## src/hw/smc_pkg.sv

```systemverilog
package smc_pkg;

  // ---------------------------------------------------------------
  // Sleep mode codes
  // ---------------------------------------------------------------
  localparam logic [2:0] MODE_IDLE      = 3'h0;
  localparam logic [2:0] MODE_NOISE_RED = 3'h1;
  localparam logic [2:0] MODE_PWR_DOWN  = 3'h2;
  localparam logic [2:0] MODE_PWR_SAVE  = 3'h3;
  localparam logic [2:0] MODE_STANDBY   = 3'h6;

  // ---------------------------------------------------------------
  // Timing
  // ---------------------------------------------------------------
  localparam int CLK_PERIOD_NS     = 10;
  localparam int WAKE_HALT_CYCLES  = 4;
  localparam int STANDBY_WAKE_CYC  = 6;
  localparam int STARTUP_DEFAULT   = 16;
  localparam int CNT_W             = 16;

  // ---------------------------------------------------------------
  // Field widths and brown-out off code
  // ---------------------------------------------------------------
  localparam int EXT_IRQ_W = 8;
  localparam int DIDR_W    = 8;
  localparam logic [2:0] BOD_DISABLED = 3'h7;

  typedef enum logic [2:0] {
    ST_RUN,
    ST_SLEEP,
    ST_STARTUP,
    ST_HALT
  } smc_state_t;

  // Clock and oscillator enables, one bit each
  typedef struct packed {
    logic cpuClk;
    logic flashClk;
    logic ioClk;
    logic convClk;
    logic asyncClk;
    logic mainOsc;
    logic timerOsc;
  } smc_clk_en_t;

  // Wake source inputs, all active high
  typedef struct packed {
    logic [EXT_IRQ_W-1:0] extIrqEdge;
    logic [EXT_IRQ_W-1:0] extIrqLevel;
    logic                 twiMatch;
    logic                 timer2Ovf;
    logic                 timer2Cmp;
    logic                 selfProgReady;
    logic                 eepromReady;
    logic                 convDone;
    logic                 otherIo;
    logic                 resetReq;
  } smc_wake_t;

endpackage : smc_pkg

```

## src/hw/smc_sleep_ctrl.sv

```systemverilog
`timescale 1ns/1ns
module smc_sleep_ctrl
  import smc_pkg::*;
#(
  parameter int STARTUP_CYCLES = STARTUP_DEFAULT
) (
  input  wire logic                 clk,              // 100 MHz clock
  input  wire logic                 rst_n,            // Sync reset, low
  input  wire logic                 sleepInstr,       // Sleep instruction pulse
  input  wire logic                 sleepArmBit,      // Sleep arm bit
  input  wire logic [2:0]           sleepModeCode,    // Mode select
  input  wire logic                 crystalSelected,  // Crystal clock option
  input  wire logic                 timer2AsyncClockSelect, // Timer 2 async
  input  wire logic                 timer2OvfIrqEn,   // Timer 2 overflow enable
  input  wire logic                 timer2CmpIrqEn,   // Timer 2 compare enable
  input  wire logic                 globalIrqEn,      // Global interrupt enable
  input  wire smc_wake_t            wakeIn,           // Wake sources
  input  wire logic                 converterEn,      // Converter enable
  input  wire logic                 comparatorPowerOffBit, // Comparator off
  input  wire logic                 comparatorUsesRef,// Comparator uses ref
  input  wire logic [2:0]           brownoutLevelFuses, // BOD level
  input  wire logic                 watchdogEn,       // Watchdog enable
  input  wire logic [DIDR_W-1:0]    digitalInputDisableZero, // Disable reg 0
  input  wire logic [DIDR_W-1:0]    digitalInputDisableOne,  // Disable reg 1
  input  wire logic [15:0]          wakeNeededPins,   // Pins used for wake
  input  wire logic                 onchipDebugEnableFuse, // Debug fuse
  input  wire logic                 scanPortEnableFuse,    // Scan port fuse
  input  wire logic                 scanPortDisableBit,    // Scan port off bit
  input  wire logic                 tapShifting,      // TAP shifting data
  input  wire logic                 tapTdoData,       // TAP data out
  output smc_clk_en_t               clkEnOut,         // Clock enables
  output logic                      converterEnOut,   // Converter power
  output logic                      convStartOut,     // Conversion start pulse
  output logic                      convExtendedOut,  // Next conv extended
  output logic                      comparatorEnOut,  // Comparator power
  output logic                      refEnOut,         // Voltage reference on
  output logic                      brownoutEnOut,    // Brown-out detector on
  output logic                      watchdogEnOut,    // Watchdog on
  output logic [15:0]               inputBufEnOut,    // Digital input buffers
  output logic                      scanPortEnOut,    // Test access port on
  output logic                      tdoOut,           // TDO value
  output logic                      tdoOe,            // TDO drive enable
  output logic                      cpuHaltOut,       // Core halted
  output logic                      irqServiceOut,    // Resume with interrupt
  output logic [2:0]                activeModeOut     // Mode being slept
);

  initial begin
    if (STARTUP_CYCLES < 1 || STARTUP_CYCLES >= (1 << CNT_W))
      $error("STARTUP_CYCLES out of range");
  end

  // ---------------------------------------------------------------
  // Mode resolution
  // ---------------------------------------------------------------
  logic       modeValid;
  logic [2:0] effMode;
  always_comb begin
    modeValid = 1'b1;
    effMode   = sleepModeCode;
    unique case (sleepModeCode)
      MODE_IDLE, MODE_NOISE_RED, MODE_PWR_DOWN, MODE_PWR_SAVE: ;
      MODE_STANDBY: if (!crystalSelected) effMode = MODE_PWR_DOWN;
      default: modeValid = 1'b0;
    endcase
  end

  // ---------------------------------------------------------------
  // Wake qualification per mode
  // ---------------------------------------------------------------
  logic extWake;
  logic t2Wake;
  logic wakeEvent;
  logic irqWake;
  // Upper lines only by level, lower lines by any event
  assign extWake = (|wakeIn.extIrqEdge[3:0]) | (|wakeIn.extIrqLevel);
  assign t2Wake  = globalIrqEn & ((wakeIn.timer2Ovf & timer2OvfIrqEn) |
                                  (wakeIn.timer2Cmp & timer2CmpIrqEn));

  always_comb begin
    irqWake = 1'b0;
    unique case (activeModeOut)
      MODE_IDLE: irqWake = (|wakeIn.extIrqEdge) | (|wakeIn.extIrqLevel) | wakeIn.twiMatch |
                           t2Wake | wakeIn.selfProgReady | wakeIn.eepromReady |
                           wakeIn.convDone | wakeIn.otherIo;
      MODE_NOISE_RED: irqWake = wakeIn.convDone | extWake | wakeIn.twiMatch | t2Wake |
                                wakeIn.selfProgReady | wakeIn.eepromReady;
      MODE_PWR_SAVE: irqWake = extWake | wakeIn.twiMatch |
                               (t2Wake & timer2AsyncClockSelect);
      default: irqWake = extWake | wakeIn.twiMatch;
    endcase
    wakeEvent = irqWake | wakeIn.resetReq;
  end

  // ---------------------------------------------------------------
  // Sequencer
  // ---------------------------------------------------------------
  smc_state_t      state_reg, state_next;
  logic [CNT_W-1:0] cnt_reg, cnt_next;
  logic [2:0]      mode_reg, mode_next;
  logic            irqPend_reg, irqPend_next;
  logic            convStart_reg, convStart_next;
  logic            irqSvc_reg, irqSvc_next;

  localparam logic [CNT_W-1:0] STARTUP_LEN = CNT_W'(STARTUP_CYCLES);
  localparam logic [CNT_W-1:0] STANDBY_LEN = CNT_W'(STANDBY_WAKE_CYC);
  localparam logic [CNT_W-1:0] HALT_LEN    = CNT_W'(WAKE_HALT_CYCLES);

  always_comb begin
    state_next     = state_reg;
    cnt_next       = cnt_reg;
    mode_next      = mode_reg;
    irqPend_next   = irqPend_reg;
    convStart_next = 1'b0;
    irqSvc_next    = 1'b0;
    unique case (state_reg)
      ST_RUN: begin
        if (sleepInstr && sleepArmBit && modeValid) begin
          state_next     = ST_SLEEP;
          mode_next      = effMode;
          convStart_next = converterEn && (effMode == MODE_NOISE_RED);
        end
      end
      ST_SLEEP: begin
        if (wakeEvent) begin
          irqPend_next = irqWake & ~wakeIn.resetReq;
          state_next   = ST_STARTUP;
          // Clocked modes need no restart; deep modes wait for the oscillator
          unique case (mode_reg)
            MODE_IDLE, MODE_NOISE_RED: cnt_next = CNT_W'(1);
            MODE_STANDBY: cnt_next = STANDBY_LEN;
            default: cnt_next = STARTUP_LEN;
          endcase
        end
      end
      ST_STARTUP: begin
        if (cnt_reg <= CNT_W'(1)) begin
          if (irqPend_reg) begin
            state_next = ST_HALT;
            cnt_next   = HALT_LEN;
          end else begin
            state_next = ST_RUN;
          end
        end else begin
          cnt_next = cnt_reg - CNT_W'(1);
        end
      end
      ST_HALT: begin
        if (cnt_reg <= CNT_W'(1)) begin
          state_next   = ST_RUN;
          irqSvc_next  = 1'b1;
          irqPend_next = 1'b0;
        end else begin
          cnt_next = cnt_reg - CNT_W'(1);
        end
      end
      default: state_next = ST_RUN;
    endcase
  end

  always_ff @(posedge clk) begin
    if (!rst_n) begin
      state_reg     <= ST_RUN;
      cnt_reg       <= '0;
      mode_reg      <= MODE_IDLE;
      irqPend_reg   <= 1'b0;
      convStart_reg <= 1'b0;
      irqSvc_reg    <= 1'b0;
    end else begin
      state_reg     <= state_next;
      cnt_reg       <= cnt_next;
      mode_reg      <= mode_next;
      irqPend_reg   <= irqPend_next;
      convStart_reg <= convStart_next;
      irqSvc_reg    <= irqSvc_next;
    end
  end

  // ---------------------------------------------------------------
  // Power and clock outputs
  // ---------------------------------------------------------------
  smc_clk_en_t    clk_next;
  logic           sleeping;
  logic           compEn_next, refEn_next, bodEn_next, scanEn_next;
  logic [15:0]    bufEn_next;
  logic [15:0]    disMask;
  logic           convWasEn_reg, convExt_reg, convExt_next;

  assign sleeping = (state_next == ST_SLEEP);
  assign disMask  = {digitalInputDisableOne, digitalInputDisableZero};

  always_comb begin
    clk_next    = '1;
    compEn_next = ~comparatorPowerOffBit;
    if (sleeping) begin
      clk_next.cpuClk   = 1'b0;
      clk_next.flashClk = 1'b0;
      clk_next.timerOsc = timer2AsyncClockSelect;
      unique case (mode_next)
        MODE_IDLE: ;
        MODE_NOISE_RED: begin
          clk_next.ioClk    = 1'b0;
        end
        MODE_PWR_SAVE: begin
          clk_next = '0;
          clk_next.asyncClk = timer2AsyncClockSelect;
          clk_next.timerOsc = timer2AsyncClockSelect;
        end
        MODE_STANDBY: begin
          clk_next = '0;
          clk_next.mainOsc = 1'b1;
        end
        default: clk_next = '0;
      endcase
      if (onchipDebugEnableFuse) clk_next.mainOsc = 1'b1;
      // Comparator on the reference keeps it alive regardless of mode
      if (mode_next != MODE_IDLE && mode_next != MODE_NOISE_RED && !comparatorUsesRef)
        compEn_next = 1'b0;
    end
    bodEn_next  = (brownoutLevelFuses != BOD_DISABLED);
    refEn_next  = bodEn_next | (compEn_next & comparatorUsesRef) | converterEn;
    bufEn_next  = ~disMask;
    if (!clk_next.ioClk && !clk_next.convClk)
      bufEn_next = ~disMask & wakeNeededPins;
    scanEn_next = scanPortEnableFuse & ~scanPortDisableBit;
  end

  // Extended conversion after converter power cycles
  always_comb begin
    convExt_next = convExt_reg;
    if (converterEn && !convWasEn_reg) convExt_next = 1'b1;
    else if (convStart_next) convExt_next = 1'b0;
  end

  always_ff @(posedge clk) begin
    if (!rst_n) begin
      clkEnOut        <= '1;
      converterEnOut  <= 1'b0;
      convWasEn_reg   <= 1'b0;
      convExt_reg     <= 1'b1;
      comparatorEnOut <= 1'b0;
      refEnOut        <= 1'b0;
      brownoutEnOut   <= 1'b0;
      watchdogEnOut   <= 1'b0;
      inputBufEnOut   <= '1;
      scanPortEnOut   <= 1'b0;
      tdoOut          <= 1'b0;
      tdoOe           <= 1'b0;
      cpuHaltOut      <= 1'b0;
      irqServiceOut   <= 1'b0;
      activeModeOut   <= MODE_IDLE;
      convStartOut    <= 1'b0;
    end else begin
      clkEnOut        <= clk_next;
      converterEnOut  <= converterEn;
      convWasEn_reg   <= converterEn;
      convExt_reg     <= convExt_next;
      comparatorEnOut <= compEn_next;
      refEnOut        <= refEn_next;
      brownoutEnOut   <= bodEn_next;
      watchdogEnOut   <= watchdogEn;
      inputBufEnOut   <= bufEn_next;
      scanPortEnOut   <= scanEn_next;
      tdoOut          <= tapTdoData;
      tdoOe           <= scanEn_next & tapShifting;
      cpuHaltOut      <= (state_next != ST_RUN);
      irqServiceOut   <= irqSvc_next;
      activeModeOut   <= mode_next;
      convStartOut    <= convStart_next;
    end
  end

  assign convExtendedOut = convExt_reg;

endmodule : smc_sleep_ctrl

```

## config.mk

```make
export PLATFORM = sky130hd
export DESIGN_NAME = smc_sleep_ctrl
export DESIGN_NICKNAME = d
export VERILOG_FILES = /design/src/hw/smc_pkg.sv /design/src/hw/smc_sleep_ctrl.sv
export SDC_FILE = /design/constraint.sdc
export NUM_CORES = 1
export LEC_CHECK = 0
export ABC_CLOCK_PERIOD_IN_PS = 3300
export BUFFER_PORTS_ARGS = -buffer_cell sky130_fd_sc_hd__buf_2
export CAP_MARGIN = 20
export CORE_ASPECT_RATIO = 1.4
export CORE_MARGIN = 3
export CORE_UTILIZATION = 40
export CTS_BUF_LIST = sky130_fd_sc_hd__clkbuf_8
export DETAILED_ROUTE_END_ITERATION = 8
export PLACE_DENSITY_LB_ADDON = 0.1
export SYNTH_ARGS = -nofsm -noshare
export SYNTH_HDL_FRONTEND = slang
export SYNTH_SLANG_ARGS = --single-unit
```

## constraint.sdc

```tcl
create_clock -name clk -period 3.3 [get_ports clk]
set_input_delay 0.33 -clock clk [delete_from_list [all_inputs] [get_ports clk]]
set_output_delay 0.33 -clock clk [all_outputs]
set_load 0.05 [all_outputs]
```

# Word level (Yosys, flattened, before mapping)
# Cells that the tools add are included.
[totals]
register_bits = 58
out_inout_bits = 38
[op_classes]
n_reduce_logical = 31
add_sub_neg = 1
n_mux = 31
eq_ne = 21
n_lt_le_gt_ge = 1
bitwise = 34
[op_table]
columns = ["operator", "n"]
rows = [
  ["16-bit 2-to-1 mux", 5],
  ["16-bit case mux with 3 select lines", 1],
  ["3-bit 2-to-1 mux", 8],
  ["1-bit bitwise OR", 19],
  ["3-bit by 1-bit == test with 1-bit output (second input constant)", 6],
  ["3-bit by 2-bit == test with 1-bit output (second input constant)", 6],
  ["16-bit AND", 1],
  ["16-bit by 1-bit less-or-equal comparator with 1-bit output (second input constant)", 1],
  ["16-bit inverter", 1],
  ["8-bit OR reduction", 2],
  ["16-bit by 1-bit subtractor with 16-bit output (second input constant)", 1],
  ["3-bit zero test", 4],
  ["3-bit case mux with 4 select lines", 1],
  ["4-bit case mux with 3 select lines", 1],
  ["1-bit 2-to-1 mux", 10],
  ["5-bit case mux with 2 select lines", 1],
  ["3-bit == test (second input constant)", 3],
  ["3-bit nonzero test", 3],
  ["1-bit AND", 8],
  ["1-bit logical AND", 7],
  ["7-bit 2-to-1 mux", 1],
  ["2-bit != test (second input constant)", 3],
  ["3-bit != test (second input constant)", 2],
  ["2-bit OR reduction", 3],
  ["other kinds (13)", 21],
]

# Longest topological paths before layout
[depth]
word_depth = 17
depth_mapped = 10
mapped_depth_nobuf = 7

# Worst setup path after synthesis
# No wires, ideal clock.
[synth_timing]
kind = "reg-to-reg"
start = "reg cnt_reg[8]"
end = "reg clkEnOut[2] in the netlist's numbering"
arrival_time_ps = 2530
stages_incl_launch_ff = 10
slack_ps = 642
synth_period_minus_slack_ps = 2658
path_buffers = 3
setup_time_ps = 128
path_cell_list = "dfxtp_1 or4_1 buf_2 or4_4 buf_6 or3_1 a21oi_2 o211ai_4 buf_6 o21bai_1"
[synth_between]
elab_chain_len = 5
[synth_lines]
columns = ["element", "line", "source"]
rows = [
  ["from (decl)", "smc_sleep_ctrl.sv:99", "logic [CNT_W-1:0] cnt_reg, cnt_next;"],
  ["from (signal assigned)", "smc_sleep_ctrl.sv:171", "cnt_reg <= cnt_next;"],
  ["16-bit by 1-bit less-or-equal comparator with 1-bit output (*)", "smc_sleep_ctrl.sv:137, smc_sleep_ctrl.sv:149", ""],
  ["3-bit 2-to-1 mux (on tied branches)", "smc_sleep_ctrl.sv:149, smc_sleep_ctrl.sv:137", ""],
  ["3-bit case mux with 4 select lines (*)", "smc_sleep_ctrl.sv:116", "unique case (state_reg)"],
  ["3-bit by 1-bit == test with 1-bit output (*)", "smc_sleep_ctrl.sv:189", "assign sleeping = (state_next == ST_SLEEP);"],
  ["2-bit AND reduction (no source line) (*)", "--", ""],
  ["to (signal assigned)", "smc_sleep_ctrl.sv:254", "clkEnOut <= clk_next;"],
  ["to (decl)", "smc_sleep_ctrl.sv:31", "output smc_clk_en_t clkEnOut,"],
]
# Mark *: on every way between the ends. The rest lies on a longest branch, timed or not.
# A chain may end at the register's enable or synchronous reset.

# Worst setup path in the final report
[layout_timing]
start = "reg cnt_reg[8]"
end = "reg cnt_reg[3]"
[layout_between]
elab_chain_len = 3
[layout_lines]
columns = ["element", "line"]
rows = [
  ["16-bit by 1-bit less-or-equal comparator with 1-bit output (*)", "smc_sleep_ctrl.sv:137, smc_sleep_ctrl.sv:149"],
  ["3-bit != test (no source line), or another cell as far along", "--"],
  ["4-bit AND reduction (no source line) / 16-bit case mux with 3 select lines (equally long branches)", "--"],
]
# Marks and branches as above.

==> impl_metrics.yaml <==
outcome:
  status: "finished clean"
die:
  start_util: 0.4194
  die_area_um2: 7278
  core_um2: 5987
  rows: 33
  die_h_um: 99.75
  top_level_ports: 118
  fp.dieW_um: 72.97
logic_synthesis:
  synth_ff_type: "dfxtp_1"
  synth_cell_types: 58
  synth.avg_cell_area_um2: 8.937
  synth-async-reset-ratio: 0
  synth_seq_cells: 57
  synth_edf_count: 0
  synthCells: 281
  yosysWarnings: 0
  synth_fp_nets: 363
  synth.cell_area_um2: 2511
  yosysSeqAreaShare: 0.4544
cells_and_area:
  drive_gt1_frac: 0.3650
  fin_nets: 477
  area_delta_synth_final_pct: 33.78
  mostFrequentLayoutCell: "buf_2"
  final_cells: 470
  diodes: 0
  most-common-layout-cells: "buf_2, dfxtp_1, nor2_1"
hold_path:
  min_path_type: "in -> reg"
route:
  firstDrtPassIters: 5
  wire_per_inst_um: 14.38
  vias: 2507
  viasPerCell: 5.334
  routed_wirelength_um: 6758
  drc: 0
  drt_iter0_drc: 158
  drtAntennaViolNets: 0
critical_path:
  startpoint_type: "register"
  crit_type: "reg -> reg"
  cpMaxStageDelayCell: "or4_1"
  crit_chain: "or4_1 -> or4_4 -> o31ai_2 -> or2_1 -> nor2_1 -> a41o_1"
  slowest_delay_ps: 650
  critPathTopFamily: "simple AND/OR/NAND/NOR gates"
  required_ps: 3510
  crit_path_end_kind: "register"
  path_max_fanout: 18
  crit_buf_inv: 0
  arrival_ps: 3100
timing:
  rsz0062_at_grt: "false"
  slew_violations: 0
  worstMarginPinSlew_ps: 738.2
  hold_violations: 0
  finalSetupTns_ps: 0
  max_freq_ghz: 0.3470
  setup_viol: 0
  fin_crit_ps: 2882
  relSlewSlack: 0.5034
  finClkSkew_ps: 8.536
  final.period_utilization: 0.8732
grt:
  grt-ovfl-total: 0
  grt_pass1_wl_um: 11100
  grt_max_degree: 31
  antenna_found_initial: 0
  grtUsageTotal: 0.1933
  grt_pass1_vias: 2457
pwr:
  power.switching_w: 0.0003993
  switching_share: 0.2359
  clkPwrFrac: 0.469
  p_leak_nw: 1.491
  power_density_nw_per_um2: 503.8
  power_frac_comb: 0.109
  power.internal_w: 0.001293
  vdd_drop_max_mv: 0.2864
  seqPwrFrac: 0.421
clock_network:
  cts_tree: "built"
  ctsLongestPathBuffers: 2
  holdBufCountCts: 0
  cts-root-buf: "clkbuf_8"
  post_cts_buffers: 0
  clkLatencyLatePin_ps: 320
  cts_resized: 0
  cts_buffers: 9
  clk_pin_slew_ps: 70
  cts_sinks: 57
  h-tree-depth: 3
placed_design:
  hpwl_um: 5033
  port_buffers: 117
  place.gp.congestion: 0.8506
  dpl.cell_count: 454
run:
  drv_cap: 0
==> Yosys cell counts (all sizes together), types with 3 or more instances <==
master | n | area share
buf | 6 | 0.020
dfxtp | 57 | 0.45
nor4 | 5 | 0.012
nand4b | 3 | 0.010
nand3b | 3 | 0.0090
a211oi | 3 | 0.0090
o31ai | 4 | 0.014
nor3 | 16 | 0.032
a2bb2oi | 17 | 0.062
nand2b | 6 | 0.015
o21a | 5 | 0.015
or2 | 6 | 0.015
and2 | 5 | 0.012
o21ai | 15 | 0.030
or4 | 6 | 0.019
nand3 | 8 | 0.016
inv | 9 | 0.013
nor2 | 23 | 0.034
a21oi | 20 | 0.041
nand2 | 15 | 0.022
clkbuf | 11 | 0.016
==> area by class of cell <==
class,count,area [µm²]
sequential,57,1141
clock buffer,10,137.6
clock inverter,6,106.4
inverter,9,33.78
multi-input combinational,198,1245
fill,577,2628
tap,70,87.58
timing repair buffer,120,608.1
==> power groups by stage <==
stage	logic (W)	registers, W	clock network [W]
2_1_floorplan	0.0000518	0.000788	0
3_3_place_gp	0.000185	0.000729	0
3_5_place_dp	0.000186	0.000729	0
4_1_cts	0.000187	0.000713	0.000816
5_1_grt	0.000200	0.000715	0.000838
6_report	0.000185	0.000713	0.000795
==> final timing paths <==
check | startpoint | to | slack, ps | cells past startpoint
worst max-delay path | cnt_reg[8] | cnt_reg[3] | 420 | 6
worst min-delay path | scanPortDisableBit | scanPortEnOut | 170 | 2
worst max register to register | cnt_reg[8] | cnt_reg[3] | 420 | 6
worst min register to register | cnt_reg[11] | cnt_reg[11] | 460 | 2
==> kinds of logic (layout without fill, tap and decap cells) <==
kind of cell | after synthesis | in the layout | synth area share
other cells | 1 | 1 | 0.001493
simple gates | 108 | 108 | 0.2317
buf+inv | 26 | 145 | 0.04982
fa+ha+maj | 2 | 2 | 0.009964
mux | 1 | 1 | 0.003986
flops | 57 | 57 | 0.4544
compound gates | 86 | 86 | 0.2486
==> metrics by stage <==
stage          power (W)  worst slack (ps)  utilization  area [µm²]  hold WS, ps
6_report        0.001693             418.5       0.5611        3359        166.6
3_5_place_dp   0.0009149             449.1       0.5204        3115        452.8
2_1_floorplan  0.0008394             642.0            -        2511        402.1
3_3_place_gp   0.0009132             531.3       0.5204        3115        447.0
5_1_grt         0.001753             282.0       0.5611        3359        143.6
4_1_cts         0.001716             448.7       0.5611        3359        148.7
==> worst reg2reg max path: stages (launching register included) <==
cell,delay [ps]
dfxtp_1,340
or4_1,650
or4_4,520
o31ai_2,370
or2_1,540
nor2_1,110
a41o_1,250
==> per-layer routing <==
layer  vias to the layer above  part of all wire  GRT usage
li1                       1266                 -          -
met1                      1159              0.41     0.2180
met2                        78              0.53     0.3387
met3                         4             0.057    0.05157
met4                         0            0.0075    0.07670
met5                         -                 0          0
Power figures use the tool's default switching activity.
